[config.mk]
export PLATFORM = sky130hd
export DESIGN_NAME = scg_top
export DESIGN_NICKNAME = d
export VERILOG_FILES = /design/src/scg_pkg.sv /design/src/scg_prescaler.sv /design/src/scg_top.sv
export SDC_FILE = /design/constraint.sdc
export NUM_CORES = 1
export LEC_CHECK = 0
export BUFFER_PORTS_ARGS = -buffer_cell sky130_fd_sc_hd__buf_2
export CORE_MARGIN = 5
export CORE_UTILIZATION = 59
export DETAILED_ROUTE_END_ITERATION = 10
export MAX_ROUTING_LAYER = met4
export PLACE_DENSITY = 0.85
export SYNTH_ARGS = -nofsm -noshare
export SYNTH_HDL_FRONTEND = slang
export SYNTH_SLANG_ARGS = --single-unit
[constraint.sdc]
create_clock -name aclk -period 10.5 [get_ports aclk]
set_clock_uncertainty 0.05 [all_clocks]
set_input_delay 2.1 -clock aclk [delete_from_list [all_inputs] [get_ports aclk]]
set_output_delay 2.1 -clock aclk [all_outputs]
set_load 0.01 [all_outputs]
[src/scg_pkg.sv]
// Package for the serial clock generator: register map, fields, carriers.
// Assumes a 32-bit AXI4-Lite register bus and a single system clock.
package scg_pkg;
	localparam logic [7:0] SCG_ADDR_CLK_CTRL = 8'h14;
	localparam logic [7:0] SCG_ADDR_STATUS = 8'h18;
	localparam logic [7:0] SCG_ADDR_ENABLE = 8'h20;
	localparam int SCG_DIV_LSB = 16;
	localparam int SCG_DIV_W = 4;
	localparam int SCG_HI_LSB = 8;
	localparam int SCG_LO_LSB = 0;
	localparam int SCG_PHASE_W = 8;
	localparam logic [3:0] SCG_DIV_MAX = 4'h8;
	localparam logic [7:0] SCG_PHASE_ZERO = 8'h00;
	localparam logic [7:0] SCG_PHASE_ONE = 8'h01;
	localparam logic [31:0] SCG_CTRL_MASK = 32'h000FFFFF;
	localparam logic [31:0] SCG_CTRL_RESET = 32'h00000000;
	localparam logic [1:0] SCG_RESP_OKAY = 2'h0;
	localparam logic [1:0] SCG_RESP_SLVERR = 2'h2;
	localparam int SCG_CLK_HZ = 20000000;
	localparam int SCG_CLK_PERIOD_NS = 1000000000 / SCG_CLK_HZ;

	typedef struct packed {
		logic [3:0] clk_scale;
		logic [7:0] sck_upper_phase_len;
		logic [7:0] sck_bottom_phase_len;
	} scg_cfg_s;

	typedef enum logic [2:0] {
		SCG_IDLE = 3'h1,
		SCG_HIGH = 3'h2,
		SCG_LOW = 3'h4
	} scg_state_e;
endpackage

[src/scg_prescaler.sv]
// Power-of-two prescaler giving a one-cycle enable per scaled period.
// Assumes the exponent is held stable while running.
`timescale 1ns/100ps
module scg_prescaler #(
	parameter int CNT_W = 9
) (
	input wire logic aclk,
	input wire logic aresetn,
	input wire logic run,
	input wire logic [3:0] scale,
	output logic tick
);
	logic [CNT_W-1:0] count;
	logic [CNT_W-1:0] limit;

	assign limit = CNT_W'((1 << scale) - 1);

	// Counter restarts whenever the generator is idle so the first
	// scaled period after start is a full one.
	always_ff @(posedge aclk) begin
		if (!aresetn || !run) begin
			count <= '0;
			tick <= 1'b0;
		end else if (count >= limit) begin
			count <= '0;
			tick <= 1'b1;
		end else begin
			count <= count + 1'b1;
			tick <= 1'b0;
		end
	end
endmodule

[src/scg_top.sv]
// Serial clock generator with an AXI4-Lite register slave.
// Assumes AXI4-Lite masters with one write and one read outstanding.
//
// Contract
// - Peripheral clock is input over two-to-scale; the 9-bit prescaler holds the divider at 512 for scales 10 to 15.
// - Nonzero high field sets high periods.
// - Zero high field disables high control.
// - Nonzero low field sets low periods.
// - High plus low fields set period.
`timescale 1ns/100ps
module scg_top (
	input wire logic aclk,
	input wire logic aresetn,
	input wire logic [7:0] s_axi_awaddr,
	input wire logic s_axi_awvalid,
	output logic s_axi_awready,
	input wire logic [31:0] s_axi_wdata,
	input wire logic [3:0] s_axi_wstrb,
	input wire logic s_axi_wvalid,
	output logic s_axi_wready,
	output logic [1:0] s_axi_bresp,
	output logic s_axi_bvalid,
	input wire logic s_axi_bready,
	input wire logic [7:0] s_axi_araddr,
	input wire logic s_axi_arvalid,
	output logic s_axi_arready,
	output logic [31:0] s_axi_rdata,
	output logic [1:0] s_axi_rresp,
	output logic s_axi_rvalid,
	input wire logic s_axi_rready,
	output logic sck
);
	logic [31:0] ctrl;
	logic enable;
	scg_pkg::scg_cfg_s cfg;
	scg_pkg::scg_state_e state;
	logic [7:0] phase_cnt;
	logic tick;
	logic aw_held;
	logic w_held;
	logic [7:0] aw_addr;
	logic [31:0] w_data;
	logic [3:0] w_strb;
	logic [31:0] wr_merged;
	logic [7:0] hi_len;
	logic [7:0] lo_len;

	assign cfg = ctrl[19:0];
	// zero disables control
	// A zero high field falls back to one scaled period, the shortest
	// legal phase, rather than stalling the clock.
	assign hi_len = (cfg.sck_upper_phase_len == scg_pkg::SCG_PHASE_ZERO) ?
		scg_pkg::SCG_PHASE_ONE : cfg.sck_upper_phase_len;
	assign lo_len = (cfg.sck_bottom_phase_len == scg_pkg::SCG_PHASE_ZERO) ?
		scg_pkg::SCG_PHASE_ONE : cfg.sck_bottom_phase_len;

	scg_prescaler #(
		.CNT_W(9)
	) u_prescaler (
		.aclk(aclk),
		.aresetn(aresetn),
		.run(state != scg_pkg::SCG_IDLE),
		.scale(cfg.clk_scale),
		.tick(tick)
	);

	// Write channel: address and data may arrive in either order.
	always_ff @(posedge aclk) begin
		if (!aresetn) begin
			aw_held <= 1'b0;
			aw_addr <= 8'h00;
		end else if (s_axi_awvalid && s_axi_awready) begin
			aw_held <= 1'b1;
			aw_addr <= s_axi_awaddr;
		end else if (aw_held && w_held) begin
			aw_held <= 1'b0;
		end
	end

	always_ff @(posedge aclk) begin
		if (!aresetn) begin
			w_held <= 1'b0;
			w_data <= 32'h00000000;
			w_strb <= 4'h0;
		end else if (s_axi_wvalid && s_axi_wready) begin
			w_held <= 1'b1;
			w_data <= s_axi_wdata;
			w_strb <= s_axi_wstrb;
		end else if (aw_held && w_held) begin
			w_held <= 1'b0;
		end
	end

	always_ff @(posedge aclk) begin
		if (!aresetn) begin
			s_axi_awready <= 1'b0;
			s_axi_wready <= 1'b0;
		end else begin
			s_axi_awready <= !aw_held && !s_axi_awready && !s_axi_bvalid;
			s_axi_wready <= !w_held && !s_axi_wready && !s_axi_bvalid;
		end
	end

	always_comb begin
		wr_merged = ctrl;
		for (int i = 0; i < 4; i++) begin
			if (w_strb[i]) begin
				wr_merged[i*8 +: 8] = w_data[i*8 +: 8];
			end
		end
	end

	always_ff @(posedge aclk) begin
		if (!aresetn) begin
			ctrl <= scg_pkg::SCG_CTRL_RESET;
			enable <= 1'b0;
			s_axi_bvalid <= 1'b0;
			s_axi_bresp <= scg_pkg::SCG_RESP_OKAY;
		end else if (aw_held && w_held) begin
			s_axi_bvalid <= 1'b1;
			s_axi_bresp <= scg_pkg::SCG_RESP_OKAY;
			if (aw_addr == scg_pkg::SCG_ADDR_CLK_CTRL) begin
				ctrl <= wr_merged & scg_pkg::SCG_CTRL_MASK;
			end else if (aw_addr == scg_pkg::SCG_ADDR_ENABLE) begin
				if (w_strb[0]) begin
					enable <= w_data[0];
				end
			end else if (aw_addr != scg_pkg::SCG_ADDR_STATUS) begin
				s_axi_bresp <= scg_pkg::SCG_RESP_SLVERR;
			end
		end else if (s_axi_bvalid && s_axi_bready) begin
			s_axi_bvalid <= 1'b0;
		end
	end

	// Read channel answers one cycle after the address is taken.
	always_ff @(posedge aclk) begin
		if (!aresetn) begin
			s_axi_arready <= 1'b0;
			s_axi_rvalid <= 1'b0;
			s_axi_rdata <= 32'h00000000;
			s_axi_rresp <= scg_pkg::SCG_RESP_OKAY;
		end else if (s_axi_arvalid && s_axi_arready) begin
			s_axi_arready <= 1'b0;
			s_axi_rvalid <= 1'b1;
			s_axi_rresp <= scg_pkg::SCG_RESP_OKAY;
			case (s_axi_araddr)
				scg_pkg::SCG_ADDR_CLK_CTRL: s_axi_rdata <= ctrl;
				scg_pkg::SCG_ADDR_ENABLE: s_axi_rdata <= {31'h0, enable};
				scg_pkg::SCG_ADDR_STATUS: s_axi_rdata <= {29'h0, state};
				default: begin
					s_axi_rdata <= 32'h00000000;
					s_axi_rresp <= scg_pkg::SCG_RESP_SLVERR;
				end
			endcase
		end else if (s_axi_rvalid && s_axi_rready) begin
			s_axi_rvalid <= 1'b0;
		end else begin
			s_axi_arready <= !s_axi_rvalid && !s_axi_arready;
		end
	end

	// alternating high and low
	// The counter loads the next phase's length at each serial clock edge,
	// so a field change takes effect from the next phase on.
	always_ff @(posedge aclk) begin
		if (!aresetn) begin
			state <= scg_pkg::SCG_IDLE;
			phase_cnt <= 8'h00;
			sck <= 1'b0;
		end else begin
			case (state)
				scg_pkg::SCG_IDLE: begin
					sck <= 1'b0;
					if (enable) begin
						state <= scg_pkg::SCG_HIGH;
						phase_cnt <= hi_len;
						sck <= 1'b1;
					end
				end
				scg_pkg::SCG_HIGH: begin
					if (tick) begin
						if (phase_cnt == scg_pkg::SCG_PHASE_ONE) begin
							state <= scg_pkg::SCG_LOW;
							phase_cnt <= lo_len;
							sck <= 1'b0;
						end else begin
							phase_cnt <= phase_cnt - 1'b1;
						end
					end
				end
				scg_pkg::SCG_LOW: begin
					if (tick) begin
						if (phase_cnt != scg_pkg::SCG_PHASE_ONE) begin
							phase_cnt <= phase_cnt - 1'b1;
						end else if (enable) begin
							state <= scg_pkg::SCG_HIGH;
							phase_cnt <= hi_len;
							sck <= 1'b1;
						end else begin
							state <= scg_pkg::SCG_IDLE;
						end
					end
				end
				default: begin
					state <= scg_pkg::SCG_IDLE;
					sck <= 1'b0;
				end
			endcase
		end
	end

	// Assertion helpers: the phase length as it was loaded and the scaled
	// periods seen since that load. Keeping the loaded length means a
	// field written in mid-phase does not upset the length checks.
	logic phase_load;
	logic [7:0] len_loaded;
	logic [7:0] ticks_in_phase;
	always_comb begin
		phase_load = 1'b0;
		if (state == scg_pkg::SCG_IDLE) begin
			phase_load = enable;
		end else if (tick && phase_cnt == scg_pkg::SCG_PHASE_ONE) begin
			phase_load = (state == scg_pkg::SCG_HIGH) || enable;
		end
	end

	always_ff @(posedge aclk) begin
		if (!aresetn) begin
			len_loaded <= 8'h00;
			ticks_in_phase <= 8'h00;
		end else if (phase_load) begin
			len_loaded <= (state == scg_pkg::SCG_HIGH) ? lo_len : hi_len;
			ticks_in_phase <= 8'h00;
		end else if (tick) begin
			ticks_in_phase <= ticks_in_phase + 8'h01;
		end
	end

	high_len_ok_a: assert property (
		@(posedge aclk) disable iff (!aresetn)
		$fell(sck) && $past(state) == scg_pkg::SCG_HIGH |->
		$past(ticks_in_phase) + 8'h01 == $past(len_loaded))
		else $error("high phase length wrong");
	low_len_ok_a: assert property (
		@(posedge aclk) disable iff (!aresetn)
		$rose(sck) && $past(state) == scg_pkg::SCG_LOW |->
		$past(ticks_in_phase) + 8'h01 == $past(len_loaded))
		else $error("low phase length wrong");
	zero_hi_one_a: assert property (
		@(posedge aclk) disable iff (!aresetn)
		$rose(sck) &&
		$past(cfg.sck_upper_phase_len) == scg_pkg::SCG_PHASE_ZERO |->
		phase_cnt == scg_pkg::SCG_PHASE_ONE)
		else $error("zero high field not one period");
	tick_spacing_a: assert property (
		@(posedge aclk) disable iff (!aresetn)
		tick && cfg.clk_scale == 4'h1 && state != scg_pkg::SCG_IDLE ##1
		cfg.clk_scale == 4'h1 && state != scg_pkg::SCG_IDLE |->
		!tick ##1 tick)
		else $error("prescale spacing wrong");
	tick_scale0_a: assert property (
		@(posedge aclk) disable iff (!aresetn)
		tick && cfg.clk_scale == 4'h0 && state != scg_pkg::SCG_IDLE &&
		!(state == scg_pkg::SCG_LOW && phase_cnt == scg_pkg::SCG_PHASE_ONE)
		|=> tick)
		else $error("unscaled tick missing");
	sck_state_a: assert property (
		@(posedge aclk) disable iff (!aresetn)
		sck == (state == scg_pkg::SCG_HIGH))
		else $error("sck disagrees with phase");
	reload_hi_a: assert property (
		@(posedge aclk) disable iff (!aresetn)
		$rose(sck) |-> phase_cnt == $past(hi_len))
		else $error("high reload wrong");
	reload_lo_a: assert property (
		@(posedge aclk) disable iff (!aresetn)
		$fell(sck) |-> phase_cnt == $past(lo_len))
		else $error("low reload wrong");
	cnt_down_a: assert property (
		@(posedge aclk) disable iff (!aresetn)
		tick && state != scg_pkg::SCG_IDLE &&
		phase_cnt > scg_pkg::SCG_PHASE_ONE |=>
		phase_cnt == $past(phase_cnt) - 8'h01)
		else $error("phase counter not counting down");

	run_cov: cover property (@(posedge aclk) $rose(sck));
	long_hi_cov: cover property (@(posedge aclk)
		$fell(sck) && $past(hi_len) == 8'h0F);
	stop_cov: cover property (@(posedge aclk)
		$past(state) == scg_pkg::SCG_LOW && state == scg_pkg::SCG_IDLE);
	err_cov: cover property (@(posedge aclk)
		s_axi_bvalid && s_axi_bresp == scg_pkg::SCG_RESP_SLVERR);
endmodule

==> impl_metrics.toml, run 1 <==
[status]
outcome = "finished, final reports clean"

[layout]
stdcell_area_um2 = 5280
drive_gt1_share_pct = 18.8
nNetsFinal = 695
syn_to_final_growth_pct = 9.72
diodes = 0

[yosys]
synth-seq-cells = 103
yosysWarnings = 0
synth_area_leaders = "dfxtp_1 43%, nand2_1 8.1%, a21oi_1 7.8%"
yosys.area.top_type_share_pct = 42.8
ys_seq_area_share_pct = 42.8
yosysTopAreaCell = "dfxtp_1"
yosysMostFrequentCell = "nand2_1"
synth_flop_cell = "dfxtp_1"
syn_area_um2 = 4810
synth_edf_count = 0
ys_types = 64
synth.avg_cell_area_um2 = 8.41
netlist_instances = 572
synth.cells.most_frequent = "104 x nand2_1, 103 x dfxtp_1, 75 x a21oi_1"
synth-async-reset-ratio_pct = 0

[pwr]
clkPwrFrac_pct = 36.1
power.leakage_nw = 1.99
ir_worst_vdd_mv = 0.0915
switching_share_pct = 24.7
p_seq_share_pct = 57.9
cellPowerDensity_nw_per_um2 = 133
combPwrFrac_pct = 6.0
p_int_uw = 528
p_sw_uw = 173

[floorplanning]
io_pins = 101
start_util_pct = 59.5
coreArea_um2 = 8090
fp.dieW_um = 100
rows = 33
die_h_um = 100
die_area_um2 = 10100

[clock_tree]
post_cts_resized = 0
clk_latency_ps = 370
cts_htree_levels = 3
post_cts_buffers = 0
cts_tree = "done"
clock_path_buffers = 2
cts.sinks = 103
clk_pin_slew_ps = 100
ctsHoldBuffers = 0
cts_buffers = 9
cts_root_buf = "clkbuf_8"

[detailed_routing]
drtIter0Drc = 351
routed_via_density = 5.65
ant_nets = 0
drc = 0
drt-total-wl_mm = 10.5
detail_route.first_pass.iterations = 5
vias = 4141
avgRoutedWirePerCell_um = 14.3

[critical_path]
cp_slowest_cell = "nor3b_4"
crit_path_max_fanout = 17
arrival_ps = 3950
crit_type = "input pin to flop"
end_kind = "flop"
worstPathRequired_ps = 10760
path_cells = "buf_2 -> or4_4 -> nor2_4 -> nand3_4 -> nor3b_4 -> a22o_2"
critPathMaxStageDelay_ps = 690
start_kind = "input pin"

[sta]
worst_pin_slew_ps = 843
rsz0062_at_grt = "no"
max_slew_margin_pct = 43.7
fin_setup_tns_ps = 0
fin_crit_ps = 3690
fmax_ghz = 0.271
finalHoldViolations = 0
period_share_pct = 35.2
setup_violations = 0
maxSlewViolCount = 0

[run]
maxCapViolations = 0

[placed_design]
placement.io_buffers = 73
hpwl_mm = 7.71
gp_congestion = 0.885
place_area_um2 = 5080

[global_route]
grt_pass1_wl_mm = 17.1
gr-total-overflow = 0
grt_pass1_vias = 3820
grt_max_degree = 67
track_usage_pct = 21.4
antenna_found_initial = 0

[min_path]
hold_path_class = "flop to flop"
## sequential cells by signal, summed over array words and instances (netlist names), 3 cells and up
| register | cells |
|---|---|
| aw_addr | 8 |
| ctrl | 20 |
| phase_cnt | 8 |
| s_axi_rdata | 20 |
| state | 3 |
| u_prescaler.count | 9 |
| w_data | 20 |
| w_strb | 3 |
## power groups by stage
stage               combinational [mW]  clock [mW]  sequential, mW
floorplan                       0.0314           0           0.413
global placement                0.0405           0           0.414
detailed placement              0.0418           0           0.415
CTS                             0.0420       0.258           0.406
global route                    0.0468       0.277           0.407
finish                          0.0419       0.253           0.406
## routing by layer
metal	vias to the layer above	GRT usage (%)	share of wire, %
met4	0	7.36	2.0
met1	1920	25.9	44
li1	2082	-	-
met3	16	4.45	5.7
met5	-	-	0
met2	123	35.4	48
## path summary, 6_finish.rpt
kind                                               from                              end  slack [ps]  depth (start not counted)
worst max-delay path                    s_axi_araddr[7]      s_axi_rdata[4]$_SDFFE_PN0P_        6810                          6
worst min-delay path            aw_addr[1]$_SDFFE_PN0P_          aw_addr[1]$_SDFFE_PN0P_         410                          2
worst max register to register    ctrl[17]$_SDFFE_PN0P_  u_prescaler.count[6]$_SDFF_PP0_        7180                         11
worst min register to register  aw_addr[1]$_SDFFE_PN0P_          aw_addr[1]$_SDFFE_PN0P_         410                          2
## metrics by stage
stage	worst slack, ps	power (mW)	cells	hold slack, ps	utilization (%)
global placement	6470	0.455	717	390	62.7
global route	6700	0.731	733	427	65.2
floorplan	6940	0.444	585	381	-
finish	6810	0.701	733	411	65.2
detailed placement	6410	0.457	717	393	62.7
CTS	6790	0.706	733	411	65.2
## final cells by class
| cell class | count | area [µm²] |
|---|---|---|
| Clock buffer | 9 | 124 |
| Clock inverter | 7 | 80.1 |
| Fill cell | 723 | 2810 |
| Inverter | 12 | 45.0 |
| Multi-Input combinational cell | 422 | 2460 |
| Sequential cell | 103 | 2060 |
| Tap cell | 105 | 131 |
| Timing Repair Buffer | 75 | 380 |
## critical path, delay by kind of cell
| kind | cells | cell delay (ps) |
|---|---|---|
| simple gates | 4 | 1490 |
| compound gates | 1 | 270 |
| buf+inv | 1 | 100 |
## logic make-up after synthesis
logic type / Yosys count / synth area share (%)
and+or+nand+nor: 219 / 22.5
AOI/OAI and AO/OA: 154 / 19.7
buffers and inverters: 60 / 7.10
adders and majority gates: 13 / 3.38
xor gates and xnor gates: 13 / 2.37
other: 1 / 0.0779
muxes: 9 / 2.00
DFF: 103 / 42.8
## cell usage in the layout (no fill, tap or decap), types with 4 or more instances in the layout
| cell | n |
|---|---|
| nand3_1 | 39 |
| a22o_1 | 12 |
| nand2_1 | 104 |
| mux2i_1 | 4 |
| mux2_2 | 5 |
| dfxtp_1 | 103 |
| o21ai_0 | 21 |
| nand2b_1 | 8 |
| a31oi_1 | 12 |
| a21oi_1 | 75 |
| xnor2_1 | 7 |
| nor3b_1 | 6 |
| inv_1 | 11 |
| nor2_1 | 22 |
| a22o_2 | 7 |
| ha_1 | 13 |
| buf_2 | 73 |
| clkbuf_8 | 9 |
| conb_1 | 14 |
| nor3_1 | 9 |
| xor2_1 | 6 |
No activity file was read; power rests on OpenSTA's default activity.
==> run 2, diff against run 1 <==
--- a/config.mk
+++ b/config.mk
@@ -5,12 +5,13 @@
 export SDC_FILE = /design/constraint.sdc
 export NUM_CORES = 1
 export LEC_CHECK = 0
+export ABC_AREA = 1
 export BUFFER_PORTS_ARGS = -buffer_cell sky130_fd_sc_hd__buf_2
 export CORE_MARGIN = 5
-export CORE_UTILIZATION = 59
+export CORE_UTILIZATION = 55
 export DETAILED_ROUTE_END_ITERATION = 10
 export MAX_ROUTING_LAYER = met4
-export PLACE_DENSITY = 0.85
+export PLACE_DENSITY = 0.8
 export SYNTH_ARGS = -nofsm -noshare
 export SYNTH_HDL_FRONTEND = slang
 export SYNTH_SLANG_ARGS = --single-unit
==> constraint.sdc (replaced) <==
create_clock -name aclk -period 3.65 [get_ports aclk]
set_clock_uncertainty 0.05 [all_clocks]
set_input_delay 0.73 -clock aclk [delete_from_list [all_inputs] [get_ports aclk]]
set_output_delay 0.73 -clock aclk [all_outputs]
set_load 0.01 [all_outputs]
==> impl_metrics.toml, run 2 <==
[critical_path]
critPathMaxStageDelay_ps = 450
crit_path_max_fanout = 9
worstPathRequired_ps = 3910
crit_top_cell = "nor2_1"
arrival_ps = 2970
path_cells = "inv_1 -> nand3_1 -> ha_1 -> nand2_1 -> nor2_1 -> xor2_1 -> ha_1 -> nand2_1 -> nor2_1 -> nand3b_1 -> nand4_1 -> or2_2 -> nor2_1"
path_buf_inv = 1
crit_type = "flop to flop"
r2r_setup_slack_ps = 940
path_delay_family = "simple AND/OR/NAND/NOR gates"
start_kind = "flop"
cp_slowest_cell = "dfxtp_1"
end_kind = "flop"

[placed_design]
pre_cts_slack_ps = 1030
hpwl_mm = 8.16
place_area_um2 = 5150
placement.io_buffers = 73
numPlacedInstances = 817
gp_congestion = 0.892

[sta]
fin_crit_ps = 2710
worst_pin_slew_ps = 743
fmax_ghz = 0.369
holdWs_ps = 398
setup_violations = 0
maxSlewViolCount = 0
period_share_pct = 74.2
rsz0062_at_grt = "no"
fin_setup_tns_ps = 0
finalHoldViolations = 0
max_slew_margin_pct = 50.3
setup_slack_ps = 941

[clock_tree]
cts_buffers = 9
cts_root_buf = "clkbuf_8"
cts_htree_levels = 3
cts_tree = "done"
cts.sinks = 103
clk_pin_slew_ps = 100
post_cts_buffers = 0
post_cts_resized = 0
clock_path_buffers = 2
ctsHoldBuffers = 0
clk_latency_ps = 360

[floorplanning]
start_util_pct = 55.5
io_pins = 101
die_h_um = 103
fp.dieW_um = 103
rows = 34
die_area_um2 = 10600
coreArea_um2 = 8590

[layout]
final_cells = 833
final_cell_mix = "136 x nor2_1, 103 x dfxtp_1, 84 x nand2_1"
reg_top3 = "ctrl x20, s_axi_rdata x20, w_data x20"
drive_gt1_share_pct = 15.3
stdcell_area_um2 = 5350
layout_commonest_cell = "nor2_1"
nNetsFinal = 792
syn_to_final_growth_pct = 12.2
utilization_pct = 62.3
diodes = 0

[yosys]
synth-seq-cells = 103
ys_types = 36
yosys.area.top_type_share_pct = 43.2
ys_seq_area_share_pct = 43.2
syn_area_um2 = 4770
synth.avg_cell_area_um2 = 7.27
synth.cells.most_frequent = "136 x nor2_1, 103 x dfxtp_1, 84 x nand2_1"
yosysWarnings = 0
yosysTopAreaCell = "dfxtp_1"
synth-async-reset-ratio_pct = 0
yosysMostFrequentCell = "nor2_1"
netlist_instances = 656
synth_flop_cell = "dfxtp_1"
synth_edf_count = 0
synth_area_leaders = "dfxtp_1 43%, nor2_1 11%, o21ai_0 7.7%"

[status]
outcome = "finished, final reports clean"

[pwr]
p_total_mw = 2.06
power.leakage_nw = 2.33
ir_worst_vdd_mv = 0.282
cellPowerDensity_nw_per_um2 = 384

[detailed_routing]
ant_nets = 0
drc = 0
vias = 4382
routed_via_density = 5.26
detail_route.first_pass.iterations = 6
drt-total-wl_mm = 10.9
drtIter0Drc = 193
avgRoutedWirePerCell_um = 13.1

[global_route]
grt_pass1_wl_mm = 18.2
antenna_found_initial = 0
gr-total-overflow = 0
grt_max_degree = 39
grt_pass1_vias = 4109
track_usage_pct = 22.0

[min_path]
hold_path_class = "flop to flop"

[run]
maxCapViolations = 0
## run 2: changes by cell type in the layout (fill, tap and decap cells not counted), sizes merged, moves of 5 or more
cell / delta
a22o: -19
nor2: +116
inv: +54
nand2b: -8
a21oi: -39
o21ai: +53
a31oi: -9
o31ai: +12
mux2: -5
nor3b: -8
nand2: -17
## run 2: metal layers
metal	wire length, µm	GRT usage (%)	up-vias
met5	0	-	-
met1	5100	30.0	1957
met4	205	7.97	0
met3	807	2.77	17
li1	-	-	2238
met2	4760	33.6	170
## run 2: layout make-up
type                            instances  area (µm²)
Sequential cell                       103        2060
Clock buffer                           11         141
Fill cell                             779        3240
Multi-Input combinational cell        465        2320
Timing Repair Buffer                   75         380
Clock inverter                          5        63.8
Tap cell                              108         135
Inverter                               66         248
## run 2: where the power goes
part | switching (mW) | leakage (nW) | internal, mW
Sequential | 0.0197 | 0.836 | 1.16
Clock | 0.391 | 0.101 | 0.343
Combinational | 0.0916 | 1.40 | 0.0540
Total | 0.502 | 2.33 | 1.55
## run 2: path summary, 6_finish.rpt
check / startpoint / end / depth (start not counted)
worst min register to register: s_axi_awready$_SDFF_PN0_ / s_axi_awready$_SDFF_PN0_ / 1
worst min-delay path: s_axi_awready$_SDFF_PN0_ / s_axi_awready$_SDFF_PN0_ / 1
worst max-delay path: ctrl[19]$_SDFFE_PN0P_ / u_prescaler.count[0]$_SDFF_PP0_ / 13
worst max register to register: ctrl[19]$_SDFFE_PN0P_ / u_prescaler.count[0]$_SDFF_PP0_ / 13
## run 2: cell families after synthesis
kind of cell             synth area share [%]
XOR/XNOR                                 2.75
AO/OA/AOI/OAI                            15.6
buffers and inverters                    9.12
AND/OR/NAND/NOR                          25.9
other                                  0.0786
adder cells (fa/ha/maj)                  3.41
flip-flops                               43.2
